`src/logic/peq_defines.svh`:
```
`ifndef PEQ_DEFINES_SVH
`define PEQ_DEFINES_SVH

// clock and timebase
`define PEQ_CLK_HZ        25000000
`define PEQ_TB_PERIOD_NS  1000
`define PEQ_TB_CYC        ((`PEQ_TB_PERIOD_NS * (`PEQ_CLK_HZ / 1000000)) / 1000)

// register byte offsets, and the high address nibbles of the capture and average blocks
`define PEQ_A_CTRL        8'h00
`define PEQ_A_SWMODE      8'h04
`define PEQ_A_DBLEN       8'h08
`define PEQ_A_TCFG        8'h0C
`define PEQ_A_TMO         8'h10
`define PEQ_A_TRES        8'h14
`define PEQ_A_TSTAT       8'h18
`define PEQ_A_QCFG        8'h1C
`define PEQ_A_QNET        8'h20
`define PEQ_A_QFWD        8'h24
`define PEQ_A_QREV        8'h28
`define PEQ_A_QDIR        8'h2C
`define PEQ_A_SCANLEN     8'h30
`define PEQ_A_OVF         8'h34
`define PEQ_A_CAP_HI      4'h4
`define PEQ_A_AVG_HI      4'h5

// fields
`define PEQ_CTRL_SCAN     0
`define PEQ_TC_ARM        8
`define PEQ_TC_FALL       6
`define PEQ_QC_CLR        10

// timer modes
`define PEQ_TM_SINGLE     2'h0
`define PEQ_TM_PERIOD     2'h1
`define PEQ_TM_PREV       2'h2
`define PEQ_TM_SCAN       2'h3

// quadrature modes
`define PEQ_QM_X1         2'h0
`define PEQ_QM_X2         2'h1
`define PEQ_QM_X4         2'h2

// reset values and markers
`define PEQ_DBLEN_RST     16'h0005
`define PEQ_TMO_RST       32'h000F4240
`define PEQ_INVALID       32'h7FC00000

`endif

```
`src/logic/peq_pkg.sv`:
```
package peq_pkg;
    typedef logic [31:0] peq_word_t;
    typedef logic [1:0]  peq_mode_t;
    typedef enum logic [1:0] {PEQ_T_IDLE, PEQ_T_WAIT, PEQ_T_MEAS} peq_tstate_e;
endpackage

```
`src/logic/peq_quad_if.sv`:
```
`timescale 1ns/100ps
interface peq_quad_if;
    import peq_pkg::*;
    logic      a;
    logic      b;
    peq_mode_t mode;
    logic      clr;
    peq_word_t net;
    peq_word_t fwd;
    peq_word_t rev;
    logic      dir;
    modport ctl (output a, b, mode, clr, input net, fwd, rev, dir);
    modport dec (input a, b, mode, clr, output net, fwd, rev, dir);
endinterface

```
`src/logic/peq_quad.sv`:
```
`timescale 1ns/100ps
`include "peq_defines.svh"
module peq_quad
    import peq_pkg::*;
(
    // clock and reset
    input wire logic clk_sys,
    input wire logic rst_n,
    // decoder side of the pair
    peq_quad_if.dec  q
);
    logic      a_d_r;
    logic      b_d_r;
    peq_word_t net_r;
    peq_word_t fwd_r;
    peq_word_t rev_r;
    logic      dir_r;

    // transition decode
    wire a_chg  = q.a ^ a_d_r;
    wire b_chg  = q.b ^ b_d_r;
    wire single = a_chg ^ b_chg;
    wire up     = q.a ^ b_d_r;
    wire step_x1 = single & a_chg & (q.a == up);
    wire step_x2 = single & a_chg;
    wire step   = (q.mode == `PEQ_QM_X1) ? step_x1 :
                  (q.mode == `PEQ_QM_X2) ? step_x2 : single;
    wire [31:0] net_base = q.clr ? 32'h00000000 : net_r;
    wire [31:0] fwd_base = q.clr ? 32'h00000000 : fwd_r;
    wire [31:0] rev_base = q.clr ? 32'h00000000 : rev_r;

    // counters, a step in the clear cycle lands in the fresh count
    always_ff @(posedge clk_sys or negedge rst_n) begin
        if (!rst_n) begin
            a_d_r <= 1'b1; // idle lines sit high, no false step after reset
            b_d_r <= 1'b1;
            net_r <= '0;
            fwd_r <= '0;
            rev_r <= '0;
            dir_r <= 1'b0;
        end else begin
            a_d_r <= q.a;
            b_d_r <= q.b;
            net_r <= step ? (up ? net_base + 32'h00000001 : net_base - 32'h00000001)
                          : net_base;
            fwd_r <= (step && up) ? fwd_base + 32'h00000001 : fwd_base;
            rev_r <= (step && !up) ? rev_base + 32'h00000001 : rev_base;
            if (step) begin
                dir_r <= up;
            end
        end
    end

    // results back to the register file
    assign q.net = net_r;
    assign q.fwd = fwd_r;
    assign q.rev = rev_r;
    assign q.dir = dir_r;
endmodule

```
`src/logic/peq_top.sv`:
```
`timescale 1ns/100ps
`include "peq_defines.svh"
module peq_top
    import peq_pkg::*;
#(
    parameter int NCH   = 4,
    parameter int NTERM = 12
)(
    // clock and reset
    input  wire logic        clk_sys,
    input  wire logic        arst_n,
    // wishbone slave
    input  wire logic        wb_cyc_i,
    input  wire logic        wb_stb_i,
    input  wire logic        wb_we_i,
    input  wire logic [7:0]  wb_adr_i,
    input  wire logic [3:0]  wb_sel_i,
    input  wire logic [31:0] wb_dat_i,
    output logic      [31:0] wb_dat_o,
    output logic             wb_ack_o,
    // scan scheduler
    input  wire logic        scan_start_i,
    // terminals
    input  wire logic [11:0] term_i
);
    logic              rst_s1_r;
    logic              rst_n_r;
    logic [11:0]       pin_s1_r;
    logic [11:0]       pin_s2_r;
    logic [11:0]       lvl_r;
    logic [11:0]       lvl_d_r;
    logic [15:0]       db_cnt_r [NTERM];
    logic [4:0]        tb_cnt_r;
    logic              tb_tick_r;
    logic [11:0]       swmode_r;
    logic [15:0]       db_len_r;
    logic [7:0]        tcfg_r;
    peq_word_t         tmo_r;
    logic [9:0]        qcfg_r;
    peq_word_t         acc_r [NCH];
    peq_word_t         cap_r [NCH];
    peq_word_t         avg_r [NCH];
    logic [NCH-1:0]    ovf_r;
    logic [NCH-1:0]    ovf_cap_r;
    peq_word_t         scan_us_r;
    peq_word_t         scan_len_r;
    peq_tstate_e       t_state_r;
    peq_word_t         t_cnt_r;
    peq_word_t         w_cnt_r;
    peq_word_t         t_res_r;
    logic              t_done_r;
    peq_word_t         rdata;

    // byte-lane merge for register writes
    function automatic peq_word_t bmerge(input peq_word_t old, input peq_word_t nw,
                                         input logic [3:0] sel);
        for (int i = 0; i < 4; i++) begin
            if (sel[i]) begin
                old[i*8 +: 8] = nw[i*8 +: 8];
            end
        end
        return old;
    endfunction

    // terminal select, out-of-range picks read low
    function automatic logic pick(input logic [11:0] v, input logic [3:0] k);
        return (k < 4'hC) ? v[k] : 1'b0;
    endfunction

    // reset release
    always_ff @(posedge clk_sys or negedge arst_n) begin
        if (!arst_n) begin
            rst_s1_r <= 1'b0;
            rst_n_r  <= 1'b0;
        end else begin
            rst_s1_r <= 1'b1;
            rst_n_r  <= rst_s1_r;
        end
    end

    // pin synchroniser and 1 us timebase
    always_ff @(posedge clk_sys or negedge rst_n_r) begin
        if (!rst_n_r) begin
            pin_s1_r  <= '1; // idle terminals sit high on their pull-ups
            pin_s2_r  <= '1;
            tb_cnt_r  <= '0;
            tb_tick_r <= 1'b0;
        end else begin
            pin_s1_r  <= term_i;
            pin_s2_r  <= pin_s1_r;
            tb_tick_r <= (tb_cnt_r == 5'(`PEQ_TB_CYC - 1));
            tb_cnt_r  <= (tb_cnt_r == 5'(`PEQ_TB_CYC - 1)) ? 5'h00 : tb_cnt_r + 5'h01;
        end
    end

    // bus decode
    wire req    = wb_cyc_i & wb_stb_i & ~wb_ack_o;
    wire wr     = req & wb_we_i;
    wire wr_ctl = wr && wb_adr_i == `PEQ_A_CTRL;
    wire wr_sw  = wr && wb_adr_i == `PEQ_A_SWMODE;
    wire wr_db  = wr && wb_adr_i == `PEQ_A_DBLEN;
    wire wr_tc  = wr && wb_adr_i == `PEQ_A_TCFG;
    wire wr_tmo = wr && wb_adr_i == `PEQ_A_TMO;
    wire wr_qc  = wr && wb_adr_i == `PEQ_A_QCFG;
    wire [31:0] wmix = bmerge(32'h00000000, wb_dat_i, wb_sel_i);
    wire [31:0] sw_new = bmerge({20'h00000, swmode_r}, wb_dat_i, wb_sel_i);
    wire [31:0] db_new = bmerge({16'h0000, db_len_r}, wb_dat_i, wb_sel_i);
    wire [31:0] tc_new = bmerge({24'h000000, tcfg_r}, wb_dat_i, wb_sel_i);
    wire [31:0] qc_new = bmerge({22'h000000, qcfg_r}, wb_dat_i, wb_sel_i);

    // edges of the filtered levels
    wire [11:0] rise = lvl_r & ~lvl_d_r;
    wire [11:0] fall = ~lvl_r & lvl_d_r;
    wire [11:0] cnt_ev = (swmode_r & fall) | (~swmode_r & rise); // closures pull low
    wire        scan_go = scan_start_i | (wr_ctl & wmix[`PEQ_CTRL_SCAN]);

    // software-written configuration
    always_ff @(posedge clk_sys or negedge rst_n_r) begin
        if (!rst_n_r) begin
            swmode_r <= '0;
            db_len_r <= `PEQ_DBLEN_RST;
            tcfg_r   <= '0;
            tmo_r    <= `PEQ_TMO_RST;
            qcfg_r   <= '0;
        end else begin
            if (wr_sw)  swmode_r <= sw_new[11:0];
            if (wr_db)  db_len_r <= db_new[15:0];
            if (wr_tc)  tcfg_r   <= tc_new[7:0];
            if (wr_tmo) tmo_r    <= bmerge(tmo_r, wb_dat_i, wb_sel_i);
            if (wr_qc)  qcfg_r   <= qc_new[9:0];
        end
    end

    // debounce: a new level must hold db_len microseconds
    always_ff @(posedge clk_sys or negedge rst_n_r) begin
        if (!rst_n_r) begin
            lvl_r   <= '1; // matches the idle pin, so no edge follows reset
            lvl_d_r <= '1;
            for (int i = 0; i < NTERM; i++) begin
                db_cnt_r[i] <= '0;
            end
        end else begin
            lvl_d_r <= lvl_r;
            for (int i = 0; i < NTERM; i++) begin
                if (!swmode_r[i] || pin_s2_r[i] == lvl_r[i]) begin
                    db_cnt_r[i] <= '0;
                end else if (tb_tick_r) begin
                    db_cnt_r[i] <= db_cnt_r[i] + 16'h0001;
                end
                if (!swmode_r[i]) begin
                    lvl_r[i] <= pin_s2_r[i];
                end else if (pin_s2_r[i] != lvl_r[i] && db_cnt_r[i] >= db_len_r) begin
                    lvl_r[i] <= pin_s2_r[i];
                end
            end
        end
    end

    // accumulators run at all times; scan captures and clears them
    always_ff @(posedge clk_sys or negedge rst_n_r) begin
        if (!rst_n_r) begin
            ovf_r      <= '0;
            ovf_cap_r  <= '0;
            scan_us_r  <= '0;
            scan_len_r <= '0;
            for (int i = 0; i < NCH; i++) begin
                acc_r[i] <= '0;
                cap_r[i] <= '0;
                avg_r[i] <= '0;
            end
        end else begin
            if (scan_go) begin
                scan_us_r  <= '0;
                scan_len_r <= scan_us_r;
            end else if (tb_tick_r) begin
                scan_us_r <= scan_us_r + 32'h00000001;
            end
            for (int i = 0; i < NCH; i++) begin
                if (scan_go) begin
                    cap_r[i]     <= acc_r[i];
                    avg_r[i]     <= avg_r[i] - (avg_r[i] >> 2) + (acc_r[i] >> 2);
                    ovf_cap_r[i] <= ovf_r[i];
                    ovf_r[i]     <= 1'b0;
                    acc_r[i]     <= cnt_ev[i] ? 32'h00000001 : 32'h00000000;
                end else if (cnt_ev[i]) begin
                    acc_r[i] <= acc_r[i] + 32'h00000001;
                    if (acc_r[i] == 32'hFFFFFFFF) begin
                        ovf_r[i] <= 1'b1;
                    end
                end
            end
        end
    end

    // edge timer selection
    wire [3:0]  t_sel   = tcfg_r[3:0];
    wire [1:0]  t_mode  = tcfg_r[5:4];
    wire [11:0] t_edges = tcfg_r[`PEQ_TC_FALL] ? fall : rise;
    wire        ev_sel  = pick(t_edges, t_sel);
    wire        ev_prev = pick(t_edges, (t_sel == 4'h0) ? 4'hB : t_sel - 4'h1);
    wire        t_arm   = wr_tc & wmix[`PEQ_TC_ARM];
    wire [1:0]  t_amode = tc_new[5:4]; // mode being written, tcfg_r still old
    wire        t_start = (t_mode == `PEQ_TM_PERIOD) ? ev_sel : ev_prev;
    wire [31:0] t_meas  = (t_mode == `PEQ_TM_SCAN) ? scan_us_r : t_cnt_r;
    wire        t_tmo   = w_cnt_r >= tmo_r;

    // edge timer
    always_ff @(posedge clk_sys or negedge rst_n_r) begin
        if (!rst_n_r) begin
            t_state_r <= PEQ_T_IDLE;
            t_cnt_r   <= '0;
            w_cnt_r   <= '0;
            t_res_r   <= '0;
            t_done_r  <= 1'b0;
        end else begin
            if (tb_tick_r) begin
                t_cnt_r <= t_cnt_r + 32'h00000001;
                w_cnt_r <= w_cnt_r + 32'h00000001;
            end
            unique case (t_state_r)
                PEQ_T_IDLE: begin
                    if (t_arm) begin
                        t_cnt_r   <= '0;
                        w_cnt_r   <= '0;
                        t_done_r  <= 1'b0;
                        t_state_r <= (t_amode == `PEQ_TM_SINGLE || t_amode == `PEQ_TM_SCAN)
                                     ? PEQ_T_MEAS : PEQ_T_WAIT;
                    end
                end
                PEQ_T_WAIT: begin
                    if (t_start) begin
                        t_cnt_r   <= '0;
                        t_state_r <= PEQ_T_MEAS;
                    end else if (t_tmo) begin
                        t_res_r   <= `PEQ_INVALID;
                        t_done_r  <= 1'b1;
                        t_state_r <= PEQ_T_IDLE;
                    end
                end
                PEQ_T_MEAS: begin
                    if (ev_sel) begin
                        t_res_r   <= (t_meas == 32'h00000000) ? `PEQ_INVALID : t_meas;
                        t_done_r  <= 1'b1;
                        t_state_r <= PEQ_T_IDLE;
                    end else if (t_tmo) begin
                        t_res_r   <= `PEQ_INVALID;
                        t_done_r  <= 1'b1;
                        t_state_r <= PEQ_T_IDLE;
                    end
                end
            endcase
        end
    end

    // quadrature pair from any two terminals
    peq_quad_if qi ();
    assign qi.a    = pick(lvl_r, qcfg_r[3:0]);
    assign qi.b    = pick(lvl_r, qcfg_r[7:4]);
    assign qi.mode = qcfg_r[9:8];
    assign qi.clr  = wr_qc & wmix[`PEQ_QC_CLR];

    peq_quad u_quad (
        .clk_sys (clk_sys),
        .rst_n   (rst_n_r),
        .q       (qi)
    );

    // read mux, unmapped words read zero
    wire [1:0] ix  = wb_adr_i[3:2];
    wire       ixv = 32'(ix) < NCH;
    assign rdata =
        (wb_adr_i == `PEQ_A_SWMODE)  ? {20'h00000, swmode_r} :
        (wb_adr_i == `PEQ_A_DBLEN)   ? {16'h0000, db_len_r} :
        (wb_adr_i == `PEQ_A_TCFG)    ? {24'h000000, tcfg_r} :
        (wb_adr_i == `PEQ_A_TMO)     ? tmo_r :
        (wb_adr_i == `PEQ_A_TRES)    ? t_res_r :
        (wb_adr_i == `PEQ_A_TSTAT)   ? {30'h00000000, t_done_r, t_state_r != PEQ_T_IDLE} :
        (wb_adr_i == `PEQ_A_QCFG)    ? {22'h000000, qcfg_r} :
        (wb_adr_i == `PEQ_A_QNET)    ? qi.net :
        (wb_adr_i == `PEQ_A_QFWD)    ? qi.fwd :
        (wb_adr_i == `PEQ_A_QREV)    ? qi.rev :
        (wb_adr_i == `PEQ_A_QDIR)    ? {31'h00000000, qi.dir} :
        (wb_adr_i == `PEQ_A_SCANLEN) ? scan_len_r :
        (wb_adr_i == `PEQ_A_OVF)     ? 32'(ovf_cap_r) :
        (wb_adr_i[7:4] == `PEQ_A_CAP_HI && ixv && !wb_adr_i[1]) ? cap_r[ix] :
        (wb_adr_i[7:4] == `PEQ_A_AVG_HI && ixv && !wb_adr_i[1]) ? avg_r[ix] :
        32'h00000000;

    // single-cycle acknowledge with registered read data
    always_ff @(posedge clk_sys or negedge rst_n_r) begin
        if (!rst_n_r) begin
            wb_ack_o <= 1'b0;
            wb_dat_o <= '0;
        end else begin
            wb_ack_o <= req;
            if (req && !wb_we_i) begin
                wb_dat_o <= rdata;
            end
        end
    end
endmodule

```
`config.mk`:
```
export PLATFORM = sky130hd
export DESIGN_NAME = peq_top
export DESIGN_NICKNAME = d
export VERILOG_FILES = /design/src/logic/peq_pkg.sv /design/src/logic/peq_quad_if.sv /design/src/logic/peq_quad.sv /design/src/logic/peq_top.sv
export VERILOG_INCLUDE_DIRS = /design/src /design/src/logic
export SDC_FILE = /design/constraint.sdc
export NUM_CORES = 2
export LEC_CHECK = 0
export ABC_CLOCK_PERIOD_IN_PS = 42400
export BUFFER_PORTS_ARGS = -buffer_cell sky130_fd_sc_hd__clkbuf_2
export CELL_PAD_IN_SITES_DETAIL_PLACEMENT = 0
export CELL_PAD_IN_SITES_GLOBAL_PLACEMENT = 1
export CORE_MARGIN = 4
export CORE_UTILIZATION = 45
export CTS_CLUSTER_SIZE = 12
export DETAILED_ROUTE_END_ITERATION = 12
export PLACE_DENSITY = 0.71
export RECOVER_POWER = 50
export SLEW_MARGIN = 10
export SYNTH_ARGS = -nofsm -noshare
export SYNTH_HDL_FRONTEND = slang
export SYNTH_HIERARCHICAL = 1
export SYNTH_SLANG_ARGS = --single-unit
```
`constraint.sdc`:
```
create_clock -name clk_sys -period 42.4 [get_ports clk_sys]
set_input_delay 12.72 -clock clk_sys [delete_from_list [all_inputs] [get_ports clk_sys]]
set_output_delay 12.72 -clock clk_sys [all_outputs]
set_load 0.05 [all_outputs]
```
# Word-level counts from Yosys, hierarchy flattened
# Cells that the tools add are included.
totals:
  out_inout_bits: 33
  latchBits: 0
  in_bits: 62
  rom_bits: 0
  n_memories: 0
  regBits: 1013
  ram_bits: 0
op_classes:
  eq_ne: 65
  n_addsub: 33
  mul: 0
  shift: 0
  reduce_logical: 97
  order_cmp: 22
  n_bitwise: 23
  mux: 147
  div_mod_pow: 0
op_table:
  columns: ["op", "count"]
  rows:
  - ["32-bit 2-to-1 mux", 47]
  - ["16-bit 2-to-1 mux", 24]
  - ["32-bit by 1-bit adder with 32-bit output (second input constant)", 10]
  - ["16-bit by 1-bit adder with 16-bit output (second input constant)", 12]
  - ["16-bit greater-or-equal comparator", 12]
  - ["32-bit by 30-bit adder with 32-bit output", 4]
  - ["32-bit binary-select mux with 2-bit select", 2]
  - ["32-bit == test (second input constant)", 4]
  - ["32-bit one-hot mux with 2 select lines", 2]
  - ["32-bit by 30-bit subtractor with 32-bit output", 4]
  - ["1-bit 2-to-1 mux", 56]
  - ["8-bit by 6-bit == test with 1-bit output (second input constant)", 6]
  - ["2-bit nonzero test", 23]
  - ["2-bit AND reduction", 17]
  - ["8-bit by 5-bit == test with 1-bit output (second input constant)", 4]
  - ["32-bit greater-or-equal comparator", 1]
  - ["32-bit logical NOT", 1]
  - ["32-bit by 1-bit subtractor with 32-bit output (second input constant)", 1]
  - ["12-bit AND", 2]
  - ["2-bit by 1-bit != test with 1-bit output (second input constant)", 12]
  - ["12-bit inverter", 2]
  - ["1-bit logical AND", 23]
  - ["4-bit by 5-bit less-than comparator with 1-bit output (second input constant)", 4]
  - ["1-bit binary-select mux with 4-bit select", 4]
  - ["other kinds (34)", 110]

# Longest topological paths before layout
logic_depth:
  ltp_word: 19
  depth_mapped: 22
  mapped_depth_nobuf: 16

# Cells and area by module
# Netlist, hierarchy kept.
modules_own_cells:
  columns: ["module", "seq_area_each_um2", "instances", "area_per_inst_um2", "cells_per_inst"]
  rows:
  - ["peq_top", 22943.3, 1, 56539.2, 5985]
  - ["peq_quad", 2479.9, 1, 6905.4, 804]

# Worst setup path after synthesis
# OpenSTA, ideal clock, no wires.
synth_timing:
  path_type: "input-to-reg"
  start: "input port wb_adr_i[2]"
  end: "register u_quad.net_r[30] (netlist: u_quad/q.net[30])"
  stages: 22
  setup_time_ps: 137
  path_slack_ps: 24895
  arrival_ps: 17367
  cell_sequence: "buf_2 > buf_1 > nand2_1 > nor2_1 > clkbuf_1 > and3_1 > buf_6 > buf_6 > buf_2 > clkbuf_1 > clkbuf_1 > nor2b_1 > ha_1 > clkbuf_1 > a21o_1 > maj3_1 > a21oi_1 > o211ai_1 > a21o_1 > o21ai_1 > and2_1 > o221ai_1"
synth_via:
  elab_chain_len: 7
  word_cells_on_any_way: 8
  classes_between: "add/sub: 2; eq/ne: 1; mux: 3; bitwise: 1; reduce/logical: 1"
synth_rtl:
  columns: ["element", "line", "source"]
  rows:
  - ["from (decl)", "peq_top.sv:16", "input wire logic [7:0] wb_adr_i,"]
  - ["8-bit by 5-bit == test with 1-bit output (no source line) *", null, null]
  - ["1-bit logical AND (no source line) *", null, null]
  - ["1-bit AND *", "peq_top.sv:260", "assign qi.clr = wr_qc & wmix[`PEQ_QC_CLR];"]
  - ["net qi.clr", "peq_quad_if.sv:7", "logic clr;"]
  - ["32-bit 2-to-1 mux *", "peq_quad.sv:28", "wire [31:0] net_base = q.clr ? 32'h00000000 : net_r;"]
  - ["32-bit by 1-bit subtractor with 32-bit output / 32-bit by 1-bit adder with 32-bit output (equally long branches)", "peq_quad.sv:44", "net_r <= step ? (up ? net_base + 32'h00000001 : net_base - 32'h00000001)"]
  - ["32-bit 2-to-1 mux", "peq_quad.sv:44", null]
  - ["32-bit 2-to-1 mux *", "peq_quad.sv:44", null]
  - ["to (signal assigned)", "peq_quad.sv:44", null]
  - ["to (decl)", "peq_quad.sv:14", "peq_word_t net_r;"]
# The timed path passes the listed nets; every way through them passes the cells marked *.
# A chain may end at the register's enable or synchronous reset.

# Worst setup path after layout
layout_timing:
  start: "input port wb_adr_i[3]"
  end: "register u_quad.net_r[28] (netlist: u_quad/q.net[28])"
# The elaborated chain is that of the path after synthesis.

==> flow_summary.toml <==
[global_route]
gr-total-overflow = 0
grt_pass1_wl_um = 286000
grt_pass1_vias = 48500
grt_max_degree = 196
grt_usage_pct = 24.7
grt_antenna_before_repair = 2

[timing]
tightestPinTransition_ns = 7.56
min_period_ns = 17.21
tns_ns = 0
setup_ws_ns = 25.19
setup_viol = 0
rsz0062_at_grt = "no"
fin_skew_ns = 0.0375
report.final.slew_viol_count = 911
max_freq_mhz = 58.1
fin_crit_sh_pct = 40.6
slew_headroom_pct = -404
hold_violations = 0

[placed_design]
gp_congestion = 0.866
post-place-ws_ns = 24.63
dp_hpwl_um = 130000
io_buffer_count = 94

[clock_network]
cts_resized = 0
cts_root_buf = "clkbuf_16"
cts_num_sinks = 1013
path_clk_slew_ns = 0.06
cts_tree = "yes"
clk_latency_ns = 0.74
cts_setup_buffers = 0
cts_buffer_depth = 3
holdBufCountCts = 0
htree_num_levels = 3
cts_buffers = 119

[run]
cap_violations = 14

[min_path]
hold_class = "reg2reg"

[setup_path]
path_max_fanout = 64
startpoint_type = "primary input"
cp_data_arrival_time_ns = 17.86
path_class = "in2reg"
required_ns = 43.05
cp-end-kind = "flop"
r2r_setup_slack_ns = 30.73

[power_and_ir_drop]
leakagePower_nw = 31.8
ir_drop_uv = 35.1
p_comb_share_pct = 44.6
p_switching_w = 0.00166
p_int_w = 0.00252
pwr-share-clk_pct = 26.1
seqPwrFrac_pct = 29.3
sw_frac_of_total_pct = 39.7
p_per_area_mw_per_mm2 = 59.7

[floorplan]
die_w_um = 383
die_area_sq_mm = 0.147
num_io_pins = 95
coreArea_sq_mm = 0.140
rows = 137
start_util_pct = 45.4
die_h_um = 383

[synth]
synth_area_leaders = "dfrtp_1 38%, ha_1 7.8%, nand2_1 4.4%"
synthAdderAreaFrac_pct = 11.6
syn_inst = 6789
ys_async_sr_fraction_pct = 100
ys_ff_latch = 1013
synth-simple-area-share_pct = 16.7
synth_edf_count = 0
synth_mux_area_share_pct = 5.45
synth_area_per_cell_sq_um = 9.35
yosysTopAreaCellShare_pct = 37.6
synth_xor_area_share_pct = 7.54
yosysWarnings = 6
ys.flop_type = "dfrtp_1"
syn_nets = 7366
yosysSeqAreaShare_pct = 40.1
synth_top_family_by_area = "simple AND/OR/NAND/NOR gates"
syn_area_sq_mm = 0.0634
yosysTopAreaCell = "dfrtp_1"
synth-compound-area-share_pct = 13.4
synth_cell_types = 104

[outcome]
violations = "capacitance limit, slew limit"
status = "complete, but fails checks"

[route]
post_drt_wl_per_cell_um = 20.6
firstDrtPassIters = 6
dr.first_iter.drc_count = 3388
via_count = 48900
vias_per_cell = 5.55
postRouteWirelength_um = 181000
drcViolationCount = 0
ant_nets = 0

[cells_and_area]
syn2layout_area_growth_pct = 10.3
final_layout_size_suffix_gt1_share_pct = 9.15
most-common-layout-cells = "954 x dfrtp_1, 747 x nand2_1, 646 x nor2_1, 622 x inv_1, 433 x o21ai_0"
final_common_cell = "dfrtp_1"
nets = 7409
==> per-stage QoR <==
| stage | util (%) | cells | power, W | hold slack (ns) | cell area (sq um) |
|---|---|---|---|---|---|
| 6_report | 50.1 | 8809 | 0.00418 | 0.332 | 70000 |
| 5_1_grt | 50.1 | 8808 | 0.00451 | 0.335 | 70000 |
| 4_1_cts | 50.2 | 8808 | 0.00421 | 0.333 | 70100 |
| 3_5_place_dp | 47.2 | 8587 | 0.00309 | 0.337 | 65900 |
| 3_3_place_gp | 47.2 | 8587 | 0.00307 | 0.337 | 65900 |
| 2_1_floorplan | - | 6789 | 0.00265 | 0.331 | 63400 |
==> sequential cells by signal (all words and copies together), names as in the netlist, 32 cells and up <==
signal / flops
u_quad/q.fwd: 32
scan_us_r: 32
u_quad/q.rev: 32
wb_dat_o: 32
t_cnt_r: 32
u_quad/q.net: 32
t_res_r: 32
cap_r: 128
scan_len_r: 32
avg_r: 128
tmo_r: 32
acc_r: 128
db_cnt_r: 192
w_cnt_r: 32
==> Yosys cell counts (44+ instances only) <==
cell type / number
dfrtp_1: 954
mux2_2: 100
or3_1: 94
xnor2_1: 290
a21oi_1: 344
nand4_1: 107
a211oi_1: 44
nand3_1: 169
inv_1: 622
nor2b_1: 82
nand2b_1: 69
ha_1: 395
xor2_1: 254
a21o_1: 116
o21ai_0: 433
fa_1: 120
nor3_1: 94
dfstp_2: 59
clkbuf_1: 186
and3_1: 108
mux2i_1: 53
nand2_1: 748
nor2_1: 652
mux4_2: 80
a31oi_1: 51
a22oi_1: 83
==> kinds of logic (layout without fill, tap and decap cells) <==
kind of cell,count (synthesis),after routing
other,1,2
and+or+nand+nor,2265,2265
xor gates and xnor gates,545,545
adders and majority gates,516,516
muxes,233,233
buffers and inverters,861,1004
AOI/OAI and AO/OA,1355,1355
DFF,1013,1013
==> per-layer routing <==
layer	GRT usage (%)	share of wire, %	vias to the layer above
met5	0	0.012	-
met3	3.72	5.2	219
li1	-	-	23500
met4	5.86	2.1	4
met1	36.2	48	24300
met2	38.6	45	956
==> area by class of cell <==
class	instances	area (sq um)
diodes	1	2.50
clock buffers	169	3470
clock inverters	52	683
fillers	13000	69700
inverters	626	2350
multi-input cells	4915	34800
flip-flops and latches	1013	25400
well taps	1876	2350
repair buffers	157	925
==> power by group through the flow <==
stage / sequential, W / clock (W) / combinational (W)
after floorplan: 0.00118 / 0 / 0.00146
after global routing: 0.00124 / 0.00115 / 0.00212
after global placement: 0.00124 / 0 / 0.00184
after detailed placement: 0.00124 / 0 / 0.00185
final: 0.00122 / 0.00109 / 0.00187
after CTS: 0.00122 / 0.00111 / 0.00187
==> worst paths after layout <==
path / from / endpoint / depth (start not counted)
min in group asynchronous: rst_n_r / avg_r[36] / 0
worst min-delay path: pin_s1_r[0] / pin_s2_r[0] / 0
max in group asynchronous: arst_n / rst_s1_r / 1
worst min register to register: pin_s1_r[0] / pin_s2_r[0] / 0
worst max-delay path: wb_adr_i[3] / u_quad/q.net[28] / 17
worst max register to register: rst_n_r / avg_r[31] / 2
==> worst max-delay path, stage by stage <==
cell      delay [ns]
buf_4           0.33
nor3b_1         0.62
buf_4           0.28
nand2_1         0.11
nor2_1          0.14
buf_4           0.24
and3_4          0.63
buf_4           0.70
nor2b_1         0.17
ha_1            0.33
and2_1          0.20
o32ai_2         0.42
a21oi_4         0.15
o211ai_2        0.29
o21ai_0         0.13
a22oi_1         0.21
xnor2_1         0.14
(Power assumes the default switching activity.)
